==> src/verilog/ddr_read_pkg.sv <==
// constants, opcodes and carrier types of the dual/quad double-rate read path
// assumes one 20 MHz clock that samples the serial pins as plain inputs
package ddr_read_pkg;
    // opcodes
    localparam logic [7:0] OP_DUAL_READ = 8'hbd;
    localparam logic [7:0] OP_DUAL_READ_WIDE = 8'hbe;
    localparam logic [7:0] OP_QUAD_READ = 8'hed;
    localparam logic [7:0] OP_QUAD_READ_WIDE = 8'hee;
    // upper nibble of the mode byte that keeps continuous mode
    localparam logic [3:0] CONT_MODE_NIBBLE = 4'ha;
    // dummy clocks used when the config port reads zero
    localparam int DUAL_DUMMY_DEFAULT = 4;
    localparam int QUAD_DUMMY_DEFAULT = 6;
    localparam int DUMMY_MAX = 15;
    // framing
    localparam int OPCODE_BITS = 8;
    localparam int SHORT_ADDR_BITS = 24;
    localparam int WIDE_ADDR_BITS = 32;
    localparam int BYTE_BITS = 8;
    localparam int DUAL_LANES = 2;
    localparam int QUAD_LANES = 4;
    localparam int EDGES_PER_CLOCK = 2;
    // 64 Mbyte array and prefetch depth
    localparam int ARRAY_ADDR_W = 26;
    localparam int FIFO_DEPTH = 16;
    // byte driven when the prefetch has not caught up
    localparam logic [7:0] UNDERRUN_BYTE = 8'hff;

    // serial pins as sampled
    typedef struct packed {
        logic cs_n;
        logic sclk;
        logic [3:0] io;
    } pins_in_t;

    // data line drive, oe high while driving
    typedef struct packed {
        logic [3:0] io;
        logic [3:0] oe;
    } pins_out_t;

    // byte read request towards the array
    typedef struct packed {
        logic valid;
        logic [31:0] addr;
    } mem_req_t;
endpackage : ddr_read_pkg

==> src/verilog/byte_fifo.sv <==
// first-in first-out buffer with valid/ready on both sides and a flush
// assumes one clock; flush beats a push in the same cycle
`timescale 1ns/10ps
module byte_fifo #(
    parameter int WIDTH = 8,
    parameter int DEPTH = 16
) (
    input wire logic clock,
    input wire logic reset,
    input wire logic flush,
    input wire logic in_valid,
    output logic in_ready,
    input wire logic [WIDTH-1:0] in_data,
    output logic out_valid,
    input wire logic out_ready,
    output logic [WIDTH-1:0] out_data
);
    localparam int PTR_W = $clog2(DEPTH);

    // pointers wrap by width, so only powers of two are served
    if (DEPTH < 2 || (1 << PTR_W) != DEPTH) begin : g_bad_depth
        $error("byte_fifo DEPTH must be a power of two, at least 2");
    end

    typedef struct packed {
        logic [PTR_W-1:0] wptr; // next slot to write
        logic [PTR_W-1:0] rptr; // oldest slot
        logic [PTR_W:0] count; // words held
        logic full; // registered so ready leaves a flop
        logic empty;
    } fifo_state_t;

    fifo_state_t st_r;
    fifo_state_t st_nxt;
    logic [WIDTH-1:0] mem [DEPTH]; // storage
    logic push;
    logic pop;

    assign push = in_valid & ~st_r.full & ~flush;
    assign pop = out_ready & ~st_r.empty & ~flush;

    // pointer and occupancy update
    always_comb begin : next_state
        st_nxt = st_r;
        if (flush) begin
            st_nxt = '0;
            st_nxt.empty = 1'b1;
        end else begin
            if (push) begin
                st_nxt.wptr = st_r.wptr + 1'b1;
            end
            if (pop) begin
                st_nxt.rptr = st_r.rptr + 1'b1;
            end
            if (push && !pop) begin
                st_nxt.count = st_r.count + 1'b1;
            end else if (pop && !push) begin
                st_nxt.count = st_r.count - 1'b1;
            end
            st_nxt.full = (st_nxt.count == (PTR_W + 1)'(DEPTH));
            st_nxt.empty = (st_nxt.count == '0);
        end
    end

    always_ff @(posedge clock) begin : regs
        if (reset) begin
            st_r <= '0;
            st_r.empty <= 1'b1;
        end else begin
            st_r <= st_nxt;
        end
    end

    // storage is not reset, contents are only read when counted
    always_ff @(posedge clock) begin : store
        if (push) begin
            mem[st_r.wptr] <= in_data;
        end
    end

    assign in_ready = ~st_r.full;
    assign out_valid = ~st_r.empty;
    assign out_data = mem[st_r.rptr];
endmodule : byte_fifo

==> src/verilog/dual_quad_dtr_read_path.sv <==
// device side of the dual and quad double-rate reads in single-line
// command mode: opcode, address, dummy/mode, data, continuous mode
// assumes serial pins sampled by a clock several times faster than sclk,
// and an array port answering one byte request at a time
`timescale 1ns/10ps
module dual_quad_dtr_read_path
    import ddr_read_pkg::*;
#(
    parameter int ADDR_W = ARRAY_ADDR_W,
    parameter int DEPTH = FIFO_DEPTH,
    parameter int DUAL_DUMMY = DUAL_DUMMY_DEFAULT,
    parameter int QUAD_DUMMY = QUAD_DUMMY_DEFAULT
) (
    input wire logic clock,
    input wire logic reset,
    input wire pins_in_t pins_in,
    output pins_out_t pins_out,
    input wire logic write_in_progress,
    input wire logic quad_enable,
    input wire logic extended_address_enable,
    input wire logic [3:0] dual_dummy_clocks,
    input wire logic [3:0] quad_dummy_clocks,
    output mem_req_t mem_req,
    input wire logic mem_rsp_valid,
    input wire logic [7:0] mem_rsp_data,
    output logic mem_rsp_ready,
    output logic continuous_read_mode
);
    // elaboration checks
    if (ADDR_W < SHORT_ADDR_BITS || ADDR_W > WIDE_ADDR_BITS) begin : g_bad_aw
        $error("ADDR_W must lie between 24 and 32");
    end
    if (DUAL_DUMMY < 1 || DUAL_DUMMY > DUMMY_MAX) begin : g_bad_dd
        $error("DUAL_DUMMY must lie between 1 and 15");
    end
    if (QUAD_DUMMY < 1 || QUAD_DUMMY > DUMMY_MAX) begin : g_bad_qd
        $error("QUAD_DUMMY must lie between 1 and 15");
    end

    // phases of one selected frame
    typedef enum logic [2:0] {
        PH_IDLE,
        PH_OPCODE,
        PH_ADDR,
        PH_DUMMY,
        PH_DATA,
        PH_IGNORE
    } phase_t;

    typedef struct packed {
        phase_t phase;
        logic cont; // continuous read mode
        logic quad; // frame uses four lines
        logic wide; // frame uses 4-byte address
        logic [5:0] cnt; // edges or bits in this phase
        logic [31:0] sh; // opcode and address shifter
        logic [7:0] mode; // mode byte being collected
        logic [7:0] dbyte; // byte on the lines
        logic [1:0] chunk; // part of dbyte now driven
        logic [ADDR_W-1:0] fetch; // next array byte to prefetch
        logic fetch_on; // prefetch allowed
        logic pend; // one request outstanding
        logic drop; // outstanding answer is stale
        mem_req_t req;
        pins_out_t pins;
    } state_t;

    state_t st_r;
    state_t st_nxt;
    logic sclk_rise; // sampled sclk went high
    logic sclk_fall; // sampled sclk went low
    logic fifo_in_ready;
    logic fifo_valid;
    logic fifo_pop;
    logic [7:0] fifo_data;
    logic fifo_push;

    // shift in one edge worth of bits
    function automatic logic [31:0] shift_in(logic [31:0] sh,
                                             logic [3:0] io, logic quad);
        if (quad) begin
            return {sh[27:0], io};
        end
        return {sh[29:0], io[1:0]};
    endfunction : shift_in

    // edges that carry the address
    function automatic logic [5:0] addr_edges(logic quad, logic wide);
        int bits;
        bits = wide ? WIDE_ADDR_BITS : SHORT_ADDR_BITS;
        return 6'(bits / (quad ? QUAD_LANES : DUAL_LANES));
    endfunction : addr_edges

    // edges that carry the mode byte
    function automatic logic [5:0] mode_edges(logic quad);
        return 6'(BYTE_BITS / (quad ? QUAD_LANES : DUAL_LANES));
    endfunction : mode_edges

    // dummy edges, a zero config selects the default
    function automatic logic [5:0] dummy_edges(logic quad,
                                               logic [3:0] dcfg,
                                               logic [3:0] qcfg);
        int clocks;
        if (quad) begin
            clocks = (qcfg == 4'h0) ? QUAD_DUMMY : int'(qcfg);
        end else begin
            clocks = (dcfg == 4'h0) ? DUAL_DUMMY : int'(dcfg);
        end
        return 6'(clocks * EDGES_PER_CLOCK);
    endfunction : dummy_edges

    // bits of a byte for one edge, high bits first
    function automatic logic [3:0] chunk_of(logic [7:0] b, logic [1:0] idx,
                                            logic quad);
        if (quad) begin
            return idx[0] ? b[3:0] : b[7:4];
        end
        unique case (idx)
            2'h0: return {2'h0, b[7:6]};
            2'h1: return {2'h0, b[5:4]};
            2'h2: return {2'h0, b[3:2]};
            2'h3: return {2'h0, b[1:0]};
        endcase
    endfunction : chunk_of

    // lanes driven in the data phase
    function automatic logic [3:0] lanes_oe(logic quad);
        return quad ? 4'hf : 4'h3;
    endfunction : lanes_oe

    // last chunk index of a byte
    function automatic logic [1:0] last_chunk(logic quad);
        return quad ? 2'h1 : 2'h3;
    endfunction : last_chunk

    sclk_edge_detect u_edge (
        .clock(clock),
        .reset(reset),
        .level(pins_in.sclk),
        .rise(sclk_rise),
        .fall(sclk_fall)
    );

    // prefetch buffer between the array and the output shifter; the
    // request logic waits on its ready, so a slow drain stalls the array
    byte_fifo #(
        .WIDTH(BYTE_BITS),
        .DEPTH(DEPTH)
    ) u_fifo (
        .clock(clock),
        .reset(reset),
        .flush(pins_in.cs_n),
        .in_valid(fifo_push),
        .in_ready(fifo_in_ready),
        .in_data(mem_rsp_data),
        .out_valid(fifo_valid),
        .out_ready(fifo_pop),
        .out_data(fifo_data)
    );

    // answers to a request made before an abort are thrown away
    assign fifo_push = mem_rsp_valid & ~st_r.drop & ~pins_in.cs_n;

    // frame sequencer and prefetch
    always_comb begin : next_state
        logic [31:0] sh;
        logic [7:0] nbyte;
        sh = '0;
        nbyte = '0;
        st_nxt = st_r;
        st_nxt.req.valid = 1'b0;
        fifo_pop = 1'b0;
        if (pins_in.cs_n) begin
            // abort at any point; cont is kept
            st_nxt.phase = PH_IDLE;
            st_nxt.cnt = '0;
            st_nxt.chunk = '0;
            st_nxt.fetch_on = 1'b0;
            st_nxt.pins = '0;
        end else begin
            unique case (st_r.phase)
                PH_IDLE: begin
                    st_nxt.cnt = '0;
                    st_nxt.sh = '0;
                    if (write_in_progress) begin
                        st_nxt.phase = PH_IGNORE;
                    end else if (st_r.cont) begin
                        // no opcode, reuse the last frame's shape
                        st_nxt.phase = PH_ADDR;
                    end else begin
                        st_nxt.phase = PH_OPCODE;
                    end
                end
                PH_OPCODE: begin
                    if (sclk_rise) begin
                        // opcode one bit per rising edge on line 0
                        sh = {st_r.sh[30:0], pins_in.io[0]};
                        st_nxt.sh = sh;
                        st_nxt.cnt = st_r.cnt + 6'h01;
                        if (st_r.cnt == 6'(OPCODE_BITS - 1)) begin
                            st_nxt.cnt = '0;
                            st_nxt.sh = '0;
                            st_nxt.phase = PH_ADDR;
                            case (sh[7:0])
                                OP_DUAL_READ: begin
                                    st_nxt.quad = 1'b0;
                                    st_nxt.wide = extended_address_enable;
                                end
                                OP_DUAL_READ_WIDE: begin
                                    st_nxt.quad = 1'b0;
                                    st_nxt.wide = 1'b1;
                                end
                                OP_QUAD_READ: begin
                                    st_nxt.quad = 1'b1;
                                    st_nxt.wide = extended_address_enable;
                                end
                                OP_QUAD_READ_WIDE: begin
                                    st_nxt.quad = 1'b1;
                                    st_nxt.wide = 1'b1;
                                end
                                default: begin
                                    // not a read of this block
                                    st_nxt.phase = PH_IGNORE;
                                end
                            endcase
                            // quad lines are not ours without quad enable
                            if ((sh[7:0] == OP_QUAD_READ ||
                                 sh[7:0] == OP_QUAD_READ_WIDE) &&
                                !quad_enable) begin
                                st_nxt.phase = PH_IGNORE;
                            end
                            if (write_in_progress) begin
                                st_nxt.phase = PH_IGNORE;
                            end
                        end
                    end
                end
                PH_ADDR: begin
                    // both edges, starting at a rising one
                    if (sclk_rise || (sclk_fall && st_r.cnt != '0)) begin
                        sh = shift_in(st_r.sh, pins_in.io, st_r.quad);
                        st_nxt.sh = sh;
                        st_nxt.cnt = st_r.cnt + 6'h01;
                        if (st_r.cnt ==
                            addr_edges(st_r.quad, st_r.wide) - 6'h01) begin
                            // start anywhere in the array
                            st_nxt.fetch = sh[ADDR_W-1:0];
                            st_nxt.fetch_on = 1'b1;
                            st_nxt.phase = PH_DUMMY;
                            st_nxt.cnt = '0;
                            st_nxt.mode = '0;
                        end
                    end
                end
                PH_DUMMY: begin
                    if (sclk_rise || (sclk_fall && st_r.cnt != '0)) begin
                        st_nxt.cnt = st_r.cnt + 6'h01;
                        // mode byte leads the dummy clocks
                        if (st_r.cnt < mode_edges(st_r.quad)) begin
                            sh = shift_in({24'h0, st_r.mode}, pins_in.io,
                                          st_r.quad);
                            st_nxt.mode = sh[7:0];
                            if (st_r.cnt == mode_edges(st_r.quad) - 6'h01)
                            begin
                                // nibble A stays or enters, else leaves
                                st_nxt.cont = (sh[7:4] == CONT_MODE_NIBBLE);
                            end
                        end
                        if (st_r.cnt == dummy_edges(st_r.quad,
                                                    dual_dummy_clocks,
                                                    quad_dummy_clocks)
                                        - 6'h01) begin
                            // first data leaves on the last dummy edge
                            nbyte = fifo_valid ? fifo_data : UNDERRUN_BYTE;
                            fifo_pop = fifo_valid;
                            st_nxt.phase = PH_DATA;
                            st_nxt.dbyte = nbyte;
                            st_nxt.chunk = '0;
                            st_nxt.pins.io = chunk_of(nbyte, 2'h0, st_r.quad);
                            st_nxt.pins.oe = lanes_oe(st_r.quad);
                        end
                    end
                end
                PH_DATA: begin
                    // a new chunk on every edge until select rises
                    if (sclk_rise || sclk_fall) begin
                        if (st_r.chunk == last_chunk(st_r.quad)) begin
                            nbyte = fifo_valid ? fifo_data : UNDERRUN_BYTE;
                            fifo_pop = fifo_valid;
                            st_nxt.dbyte = nbyte;
                            st_nxt.chunk = '0;
                            st_nxt.pins.io = chunk_of(nbyte, 2'h0,
                                                      st_r.quad);
                        end else begin
                            st_nxt.chunk = st_r.chunk + 2'h1;
                            st_nxt.pins.io = chunk_of(st_r.dbyte,
                                                      st_r.chunk + 2'h1,
                                                      st_r.quad);
                        end
                    end
                end
                PH_IGNORE: begin
                    // lines stay released until select rises
                    st_nxt.pins = '0;
                end
            endcase
        end

        // array answers; a late answer after an abort is marked stale
        if (mem_rsp_valid) begin
            st_nxt.pend = 1'b0;
            st_nxt.drop = 1'b0;
        end else if (pins_in.cs_n && st_r.pend) begin
            st_nxt.drop = 1'b1;
        end

        // one request at a time, only while the buffer has room
        if (!pins_in.cs_n && st_r.fetch_on && !st_r.pend &&
            fifo_in_ready) begin
            st_nxt.req.valid = 1'b1;
            st_nxt.req.addr = 32'(st_r.fetch);
            st_nxt.fetch = st_r.fetch + 1'b1;
            st_nxt.pend = 1'b1;
        end
    end

    // state register; reset leaves idle, lines released, not continuous
    always_ff @(posedge clock) begin : regs
        if (reset) begin
            st_r <= '0;
        end else begin
            st_r <= st_nxt;
        end
    end

    assign pins_out = st_r.pins;
    assign mem_req = st_r.req;
    assign mem_rsp_ready = fifo_in_ready;
    assign continuous_read_mode = st_r.cont;
endmodule : dual_quad_dtr_read_path

==> src/verilog/sclk_edge_detect.sv <==
// edge finder for the sampled serial clock
// assumes the level is already synchronous to clock
`timescale 1ns/10ps
module sclk_edge_detect (
    input wire logic clock,
    input wire logic reset,
    input wire logic level,
    output logic rise,
    output logic fall
);
    typedef struct packed {
        logic prev; // level seen one cycle ago
    } edge_state_t;

    edge_state_t st_r;
    edge_state_t st_nxt;

    // remember the last level
    always_comb begin : next_state
        st_nxt = st_r;
        st_nxt.prev = level;
    end

    always_ff @(posedge clock) begin : regs
        if (reset) begin
            st_r <= '0;
        end else begin
            st_r <= st_nxt;
        end
    end

    // one-cycle pulses on each transition
    assign rise = level & ~st_r.prev;
    assign fall = ~level & st_r.prev;
endmodule : sclk_edge_detect
==> config.mk <==
export PLATFORM = sky130hd
export DESIGN_NAME = dual_quad_dtr_read_path
export DESIGN_NICKNAME = d
export VERILOG_FILES = /design/src/verilog/ddr_read_pkg.sv /design/src/verilog/byte_fifo.sv /design/src/verilog/dual_quad_dtr_read_path.sv /design/src/verilog/sclk_edge_detect.sv
export SDC_FILE = /design/constraint.sdc
export NUM_CORES = 1
export LEC_CHECK = 0
export BUFFER_PORTS_ARGS = -buffer_cell sky130_fd_sc_hd__buf_2
export CAP_MARGIN = 20
export CORE_MARGIN = 8
export CORE_UTILIZATION = 55
export CTS_CLUSTER_DIAMETER = 80
export DETAILED_ROUTE_END_ITERATION = 10
export PLACE_DENSITY_LB_ADDON = 0.15
export SYNTH_ARGS = -nofsm -noshare
export SYNTH_HDL_FRONTEND = slang
export SYNTH_SLANG_ARGS = --single-unit
==> constraint.sdc <==
create_clock -name clock -period 3.18 [get_ports clock]
set_clock_uncertainty 0.1 [all_clocks]
set_input_delay 0.159 -clock clock [delete_from_list [all_inputs] [get_ports clock]]
set_output_delay 0.159 -clock clock [all_outputs]
set_load 0.01 [all_outputs]
Word-level counts from Yosys, hierarchy flattened. Memory sizes are Yosys's and may differ from the RTL's. A register that Yosys moved wholly into a read port is not among the register bits. Index checks and enable logic that the tools add are counted.

$lt $le $gt $ge: 1. Divide/modulo/power cells: 2. $add $sub $neg: 10. Bitwise gates (word level): 14. Multiplexer cells: 104. Reduce and logical (&&, ||, !) cells: 48. Equality and inequality tests: 29.

Operator list (count): one-hot mux 31 bit (3 select lines) (1); 2-to-1 mux 8 bit (11); 2-to-1 mux 27 bit (3); 2-to-1 mux 38 bit (2); 2-to-1 mux 32 bit (2); 2-to-1 mux 4 bit (15); 2-to-1 mux 26 bit (2); 2-to-1 mux 46 bit (1); 2-to-1 mux 33 bit (1); divider 32 x 32 -> 32 bit (1); divider 5 x 32 -> 32 bit (first input constant) (1); equality test 8 bit (second input constant) (4); 2-to-1 mux 1 bit (31); 2-to-1 mux 3 bit (10); 2-to-1 mux 5 bit (6); adder 26 x 1 -> 26 bit (second input constant) (1); 2-to-1 mux 6 bit (4); one-hot mux 6 bit (4 select lines) (1); 2-to-1 mux 10 bit (2); one-hot mux 10 bit (2 select lines) (1); AND reduction 4 bit (5); equality test 6 bit (3); inequality test 2 bit (second input constant) (9); subtractor 6 x 1 -> 6 bit (second input constant) (3); other kinds (44) (88).

Register bits after elaboration: 139. Input port bits: 28. Output and inout bits: 43. Word-level logic and storage cells: 232. Memories: 1. RAM bits: 128.

Memory list: u_fifo.mem (depth 16, bits a word 8, rd ports 1, clocked after Yosys merged registers in 1, wr ports 1, line byte_fifo.sv:35) `logic [WIDTH-1:0] mem [DEPTH];`.

Depth between registers and ports, before layout.
Depth in word-level cells: 20. Depth in mapped cells: 16. Mapped depth without buffers: 12.

Hierarchy. Synthesis repeated with hierarchy kept, for this count alone.

Cell total of the unflattened synthesis: 1194. Area, all modules: 13041.3 um2.

Modules (own cells, without submodules): dual_quad_dtr_read_path (cells an instance 870, area each 7016.7 um2, seq. area each 2282.2 um2, instances 1); byte_fifo (cells an instance 320, area each 5985.7 um2, seq. area each 4224.1 um2, instances 1); sclk_edge_detect (cells an instance 4, area each 38.8 um2, seq. area each 20.0 um2, instances 1).

Least setup slack after synthesis. No wires, ideal clock.

Path kind: register to register. Start: register st_r[127] (netlist bit). End: register st_r[85] (netlist bit). Cell stages (with the launch flop): 16. Setup slack: -0.282 ns. Required time: 3.010 ns. Period minus slack after synthesis: 3.462 ns. Buffers on the path: 3. Arrival: 3.291 ns. Setup time: 0.070 ns. Cell sequence: dfxtp_1 -> buf_6 -> inv_1 -> clkbuf_1 -> ha_1 -> inv_1 -> ha_1 -> xor2_1 -> nand3_1 -> a211oi_1 -> o21ai_1 -> o31a_1 -> or4_1 -> buf_2 -> or3_1 -> a21oi_1.

Cells in the longest elaborated chain, start to end: 13. Elaborated cells on any way between the ends: 22. Classes of those cells: add/sub: 1; div: 2; order compare: 1; eq/ne: 3; mux: 14; reduce/logical: 1.

RTL lines: start: declaration (line dual_quad_dtr_read_path.sv:68) `state_t st_r;`; start signal: assignment (line dual_quad_dtr_read_path.sv:332) `st_r <= st_nxt;`; branches (longest 13 deep; another with divider 32 x 32 -> 32 bit).

Parallel ways; which one is timed is not known. The select of a mux whose other input is x is not followed. A chain may end at the register's enable or synchronous reset.

Worst setup path after layout.
Start: register st_r[127] (netlist bit). End: register st_r[84] (netlist bit).

The elaborated chain is that of the path after synthesis.

==> out/results.ini <==
[layout]
insertedDiodeCount = 0
area_delta_synth_final_pct = 13.3
num-nets-final = 1261
drive_gt1_share_pct = 19.4
final_area_mm2 = 0.0142

[setup_path]
critPathSlowestCell = or4_4
worstPathCellList = inv_1 -> buf_4 -> ha_1 -> o31a_1 -> nor3_1 -> a32o_1 -> xnor2_1 -> o31a_1 -> or4_4 -> or3_1 -> a21oi_1
crit_required_ns = 3.54
critPathMaxFanout = 12
crit_family = simple AND/OR/NAND/NOR gates
worst_setup_path_end_kind = flip-flop
crit_buf_inv = 2
crit_top_cell = o31a_1
worstSetupPathType = reg -> reg
cpPeakStageDelay_ns = 0.46
cp_data_arrival_time_ns = 3.37
cp-start-kind = flip-flop

[global_route]
grt_pass1_wl_mm = 44.3
grt_overflow = 0
grt_max_degree = 52
grt_antenna_before_repair = 0
grt_pass1_vias = 8508
globalRouteTotalUtil_pct = 19.1

[floorplan]
initial_utilization_pct = 55.8
core_mm2 = 0.0225
die_h_um = 167
fp.dieW_um = 167
io_pins = 71
placementRows = 55
die_area_mm2 = 0.0279

[logic_synthesis]
synth_area_mm2 = 0.0126
synthCells = 1155
yosysWarnings = 0
synth_top_family_by_area = simple AND/OR/NAND/NOR gates
synth_compound_area_share_pct = 11.6
muxShareOfSynthArea_pct = 11.7
synth-simple-area-share_pct = 14.6
ys_ff_latch = 262
synthFlopType = dfxtp_1
ys_types = 73
seq_area_frac_synth_pct = 52.0
synthArstFlopShare_pct = 0
synth_xor_area_share_pct = 1.94
synthAdderAreaFrac_pct = 2.79
synth_edf_count = 128
avgSynthCellArea_um2 = 10.9

[power]
combPwrFrac_pct = 5.4
clkPwrFrac_pct = 45.2
vdd_drop_max_mv = 0.501
leakage_nw = 4.91
switching_share_pct = 21.4
power.switching_mw = 1.57
p_per_area_mw_per_mm2 = 515
internal_power_mw = 5.77
seqPwrFrac_pct = 49.5

[placement]
place.gp.congestion = 0.824
dp_hpwl_mm = 18.5
dp_slack_ns = 0.0566
io_buffers = 64
post_dp_cell_area_mm2 = 0.0131

[min_path]
min_path_type = in -> reg

[timing]
fmax_mhz = 333
period_minus_slack_ns = 3.01
setup_viol = 0
worst_pin_slew_ns = 0.826
rsz0062_at_grt = true
fin_setup_tns_ns = 0
period_share_pct = 94.5
slew_headroom_pct = 44.7
finalHoldViolations = 0
slew_violations = 0
fin_ws_ns = 0.174

[clocking]
clk_latency_ns = 0.53
cts_buffer_depth = 3
clk_pin_slew_worst_paths_ns = 0.06
root_buffer = clkbuf_16
cts_tree = built
cts_sinks = 262
h-tree-depth = 1
cts_buffers = 28

[route]
viasPerCell = 5.77
totalWireLength_mm = 27.1
firstDrtPassIters = 5
routedWlPerCell_um = 17.9
vias = 8710
drt_iter0_markers = 614
drcViolationCount = 0
ant_nets = 0

[run_status]
status = completed

[run]
drv_cap = 0

## cell families after synthesis
family                     after synthesis
other                                    1
AOI/OAI and AO/OA                      221
and+or+nand+nor                        386
adders and majority gates               28
muxes                                   95
DFF                                    262
xor gates and xnor gates                27
buffers and inverters                  135
## sequential cells by signal, summed over array words and instances (netlist names), named ones only
name and flops:
continuous_read_mode 1, st_r 80, pins_out 6, u_edge.st_r 1, u_fifo.mem 128, u_fifo.st_r 15
mem_req 27
## stage by stage
stage | total power [mW] | utilization (%) | cells | hold slack [ns]
detailed placement | 4.07 | 58.2 | 1441 | 0.275
global route | 7.57 | 63.3 | 1510 | 0.0594
CTS | 7.40 | 63.2 | 1509 | 0.0199
global placement | 4.07 | 58.2 | 1441 | 0.269
floorplan | 3.95 | - | 1160 | 0.138
finish | 7.33 | 63.3 | 1510 | 0.0475
## area by class of cell
cell class	count	area (µm²)
flip-flops and latches	262	6530
inverters	24	90.1
clock inverters	12	173
repair buffers	126	896
well taps	285	357
fillers	1797	8270
multi-input cells	763	5410
clock buffers	38	778
## final timing paths
path	start	to	slack (ns)	depth (start not counted)
setup / recovery	st_r[127]	st_r[84]	0.17	11
hold / removal	pins_in[2]	st_r[82]	0.05	5
setup reg to reg	st_r[127]	st_r[84]	0.17	11
hold reg to reg	mem_req[14]	mem_req[14]	0.35	2
## worst register-to-register path, delay by kind of cell (launching register included)
| kind | cells | cell delay (ns) |
|---|---|---|
| buffers and inverters | 2 | 0.33 |
| DFF | 1 | 0.39 |
| AOI/OAI and AO/OA | 4 | 0.83 |
| xor gates and xnor gates | 1 | 0.21 |
| and+or+nand+nor | 3 | 0.86 |
| adders and majority gates | 1 | 0.21 |
## Yosys cell counts (all sizes together), types with 4 or more instances
library cell / count / area share (%)
nand4: 11 / 0.55
nand2b: 14 / 0.70
o22ai: 4 / 0.20
inv: 24 / 0.72
nand2: 108 / 3.2
o21ai: 18 / 0.72
mux2i: 42 / 3.3
or3: 5 / 0.25
nor2: 126 / 3.8
mux2: 13 / 1.2
nand3: 28 / 1.1
a311oi: 6 / 0.42
mux4: 40 / 7.2
xor2: 15 / 1.0
a211oi: 30 / 1.8
a31oi: 7 / 0.40
nor3: 44 / 1.9
and3: 5 / 0.25
xnor2: 12 / 0.90
o21bai: 5 / 0.30
a21oi: 99 / 3.9
dfxtp: 134 / 21
a22oi: 14 / 0.84
a21o: 5 / 0.30
clkbuf: 50 / 1.5
nor4: 7 / 0.50
or2: 12 / 0.60
and2: 7 / 0.35
buf: 61 / 3.2
edfxtp: 128 / 31
or4: 4 / 0.24
ha: 28 / 2.8
## per-layer routing
| metal | global-route usage [%] | up-vias | routed length (µm) |
|---|---|---|---|
| met2 | 33.5 | 172 | 13500 |
| met5 | 0 | - | 0 |
| met3 | 3.17 | 35 | 1200 |
| met1 | 24.3 | 4206 | 11900 |
| met4 | 4.58 | 0 | 458 |
| li1 | - | 4297 | - |
## cells in the final DEF (no fill, tap or decap), types with 6 or more instances in the layout
master / n
clkbuf_1: 6
a21oi_1: 99
dlygate4sd3_1: 18
ha_1: 27
a22oi_1: 14
and2_1: 7
o21ai_0: 17
dfxtp_1: 132
conb_1: 6
nand3_1: 28
nor2_1: 124
a31oi_1: 6
a311oi_1: 6
nand2_1: 108
nand2b_1: 14
a211oi_1: 29
mux2_2: 13
or2_2: 9
edfxtp_1: 128
inv_1: 24
buf_4: 40
xor2_1: 15
xnor2_1: 11
clkbuf_16: 28
nand4_1: 11
buf_2: 63
mux4_2: 40
mux2i_1: 42
nor3_1: 40
## what timing repair did
item,CTS,global route
endpoints found under the hold margin,142,0
setup buffers,0,1
hold buffers,18,0
resized for setup,0,3
setup endpoints to repair,0,29
## power groups by stage
stage               clock (mW)  combinational (mW)  sequential [mW]
floorplan                    0               0.267             3.68
global placement             0               0.370             3.70
detailed placement           0               0.374             3.70
CTS                       3.38               0.392             3.63
global route              3.50               0.433             3.63
finish                    3.31               0.393             3.63
(Power assumes the default switching activity.)
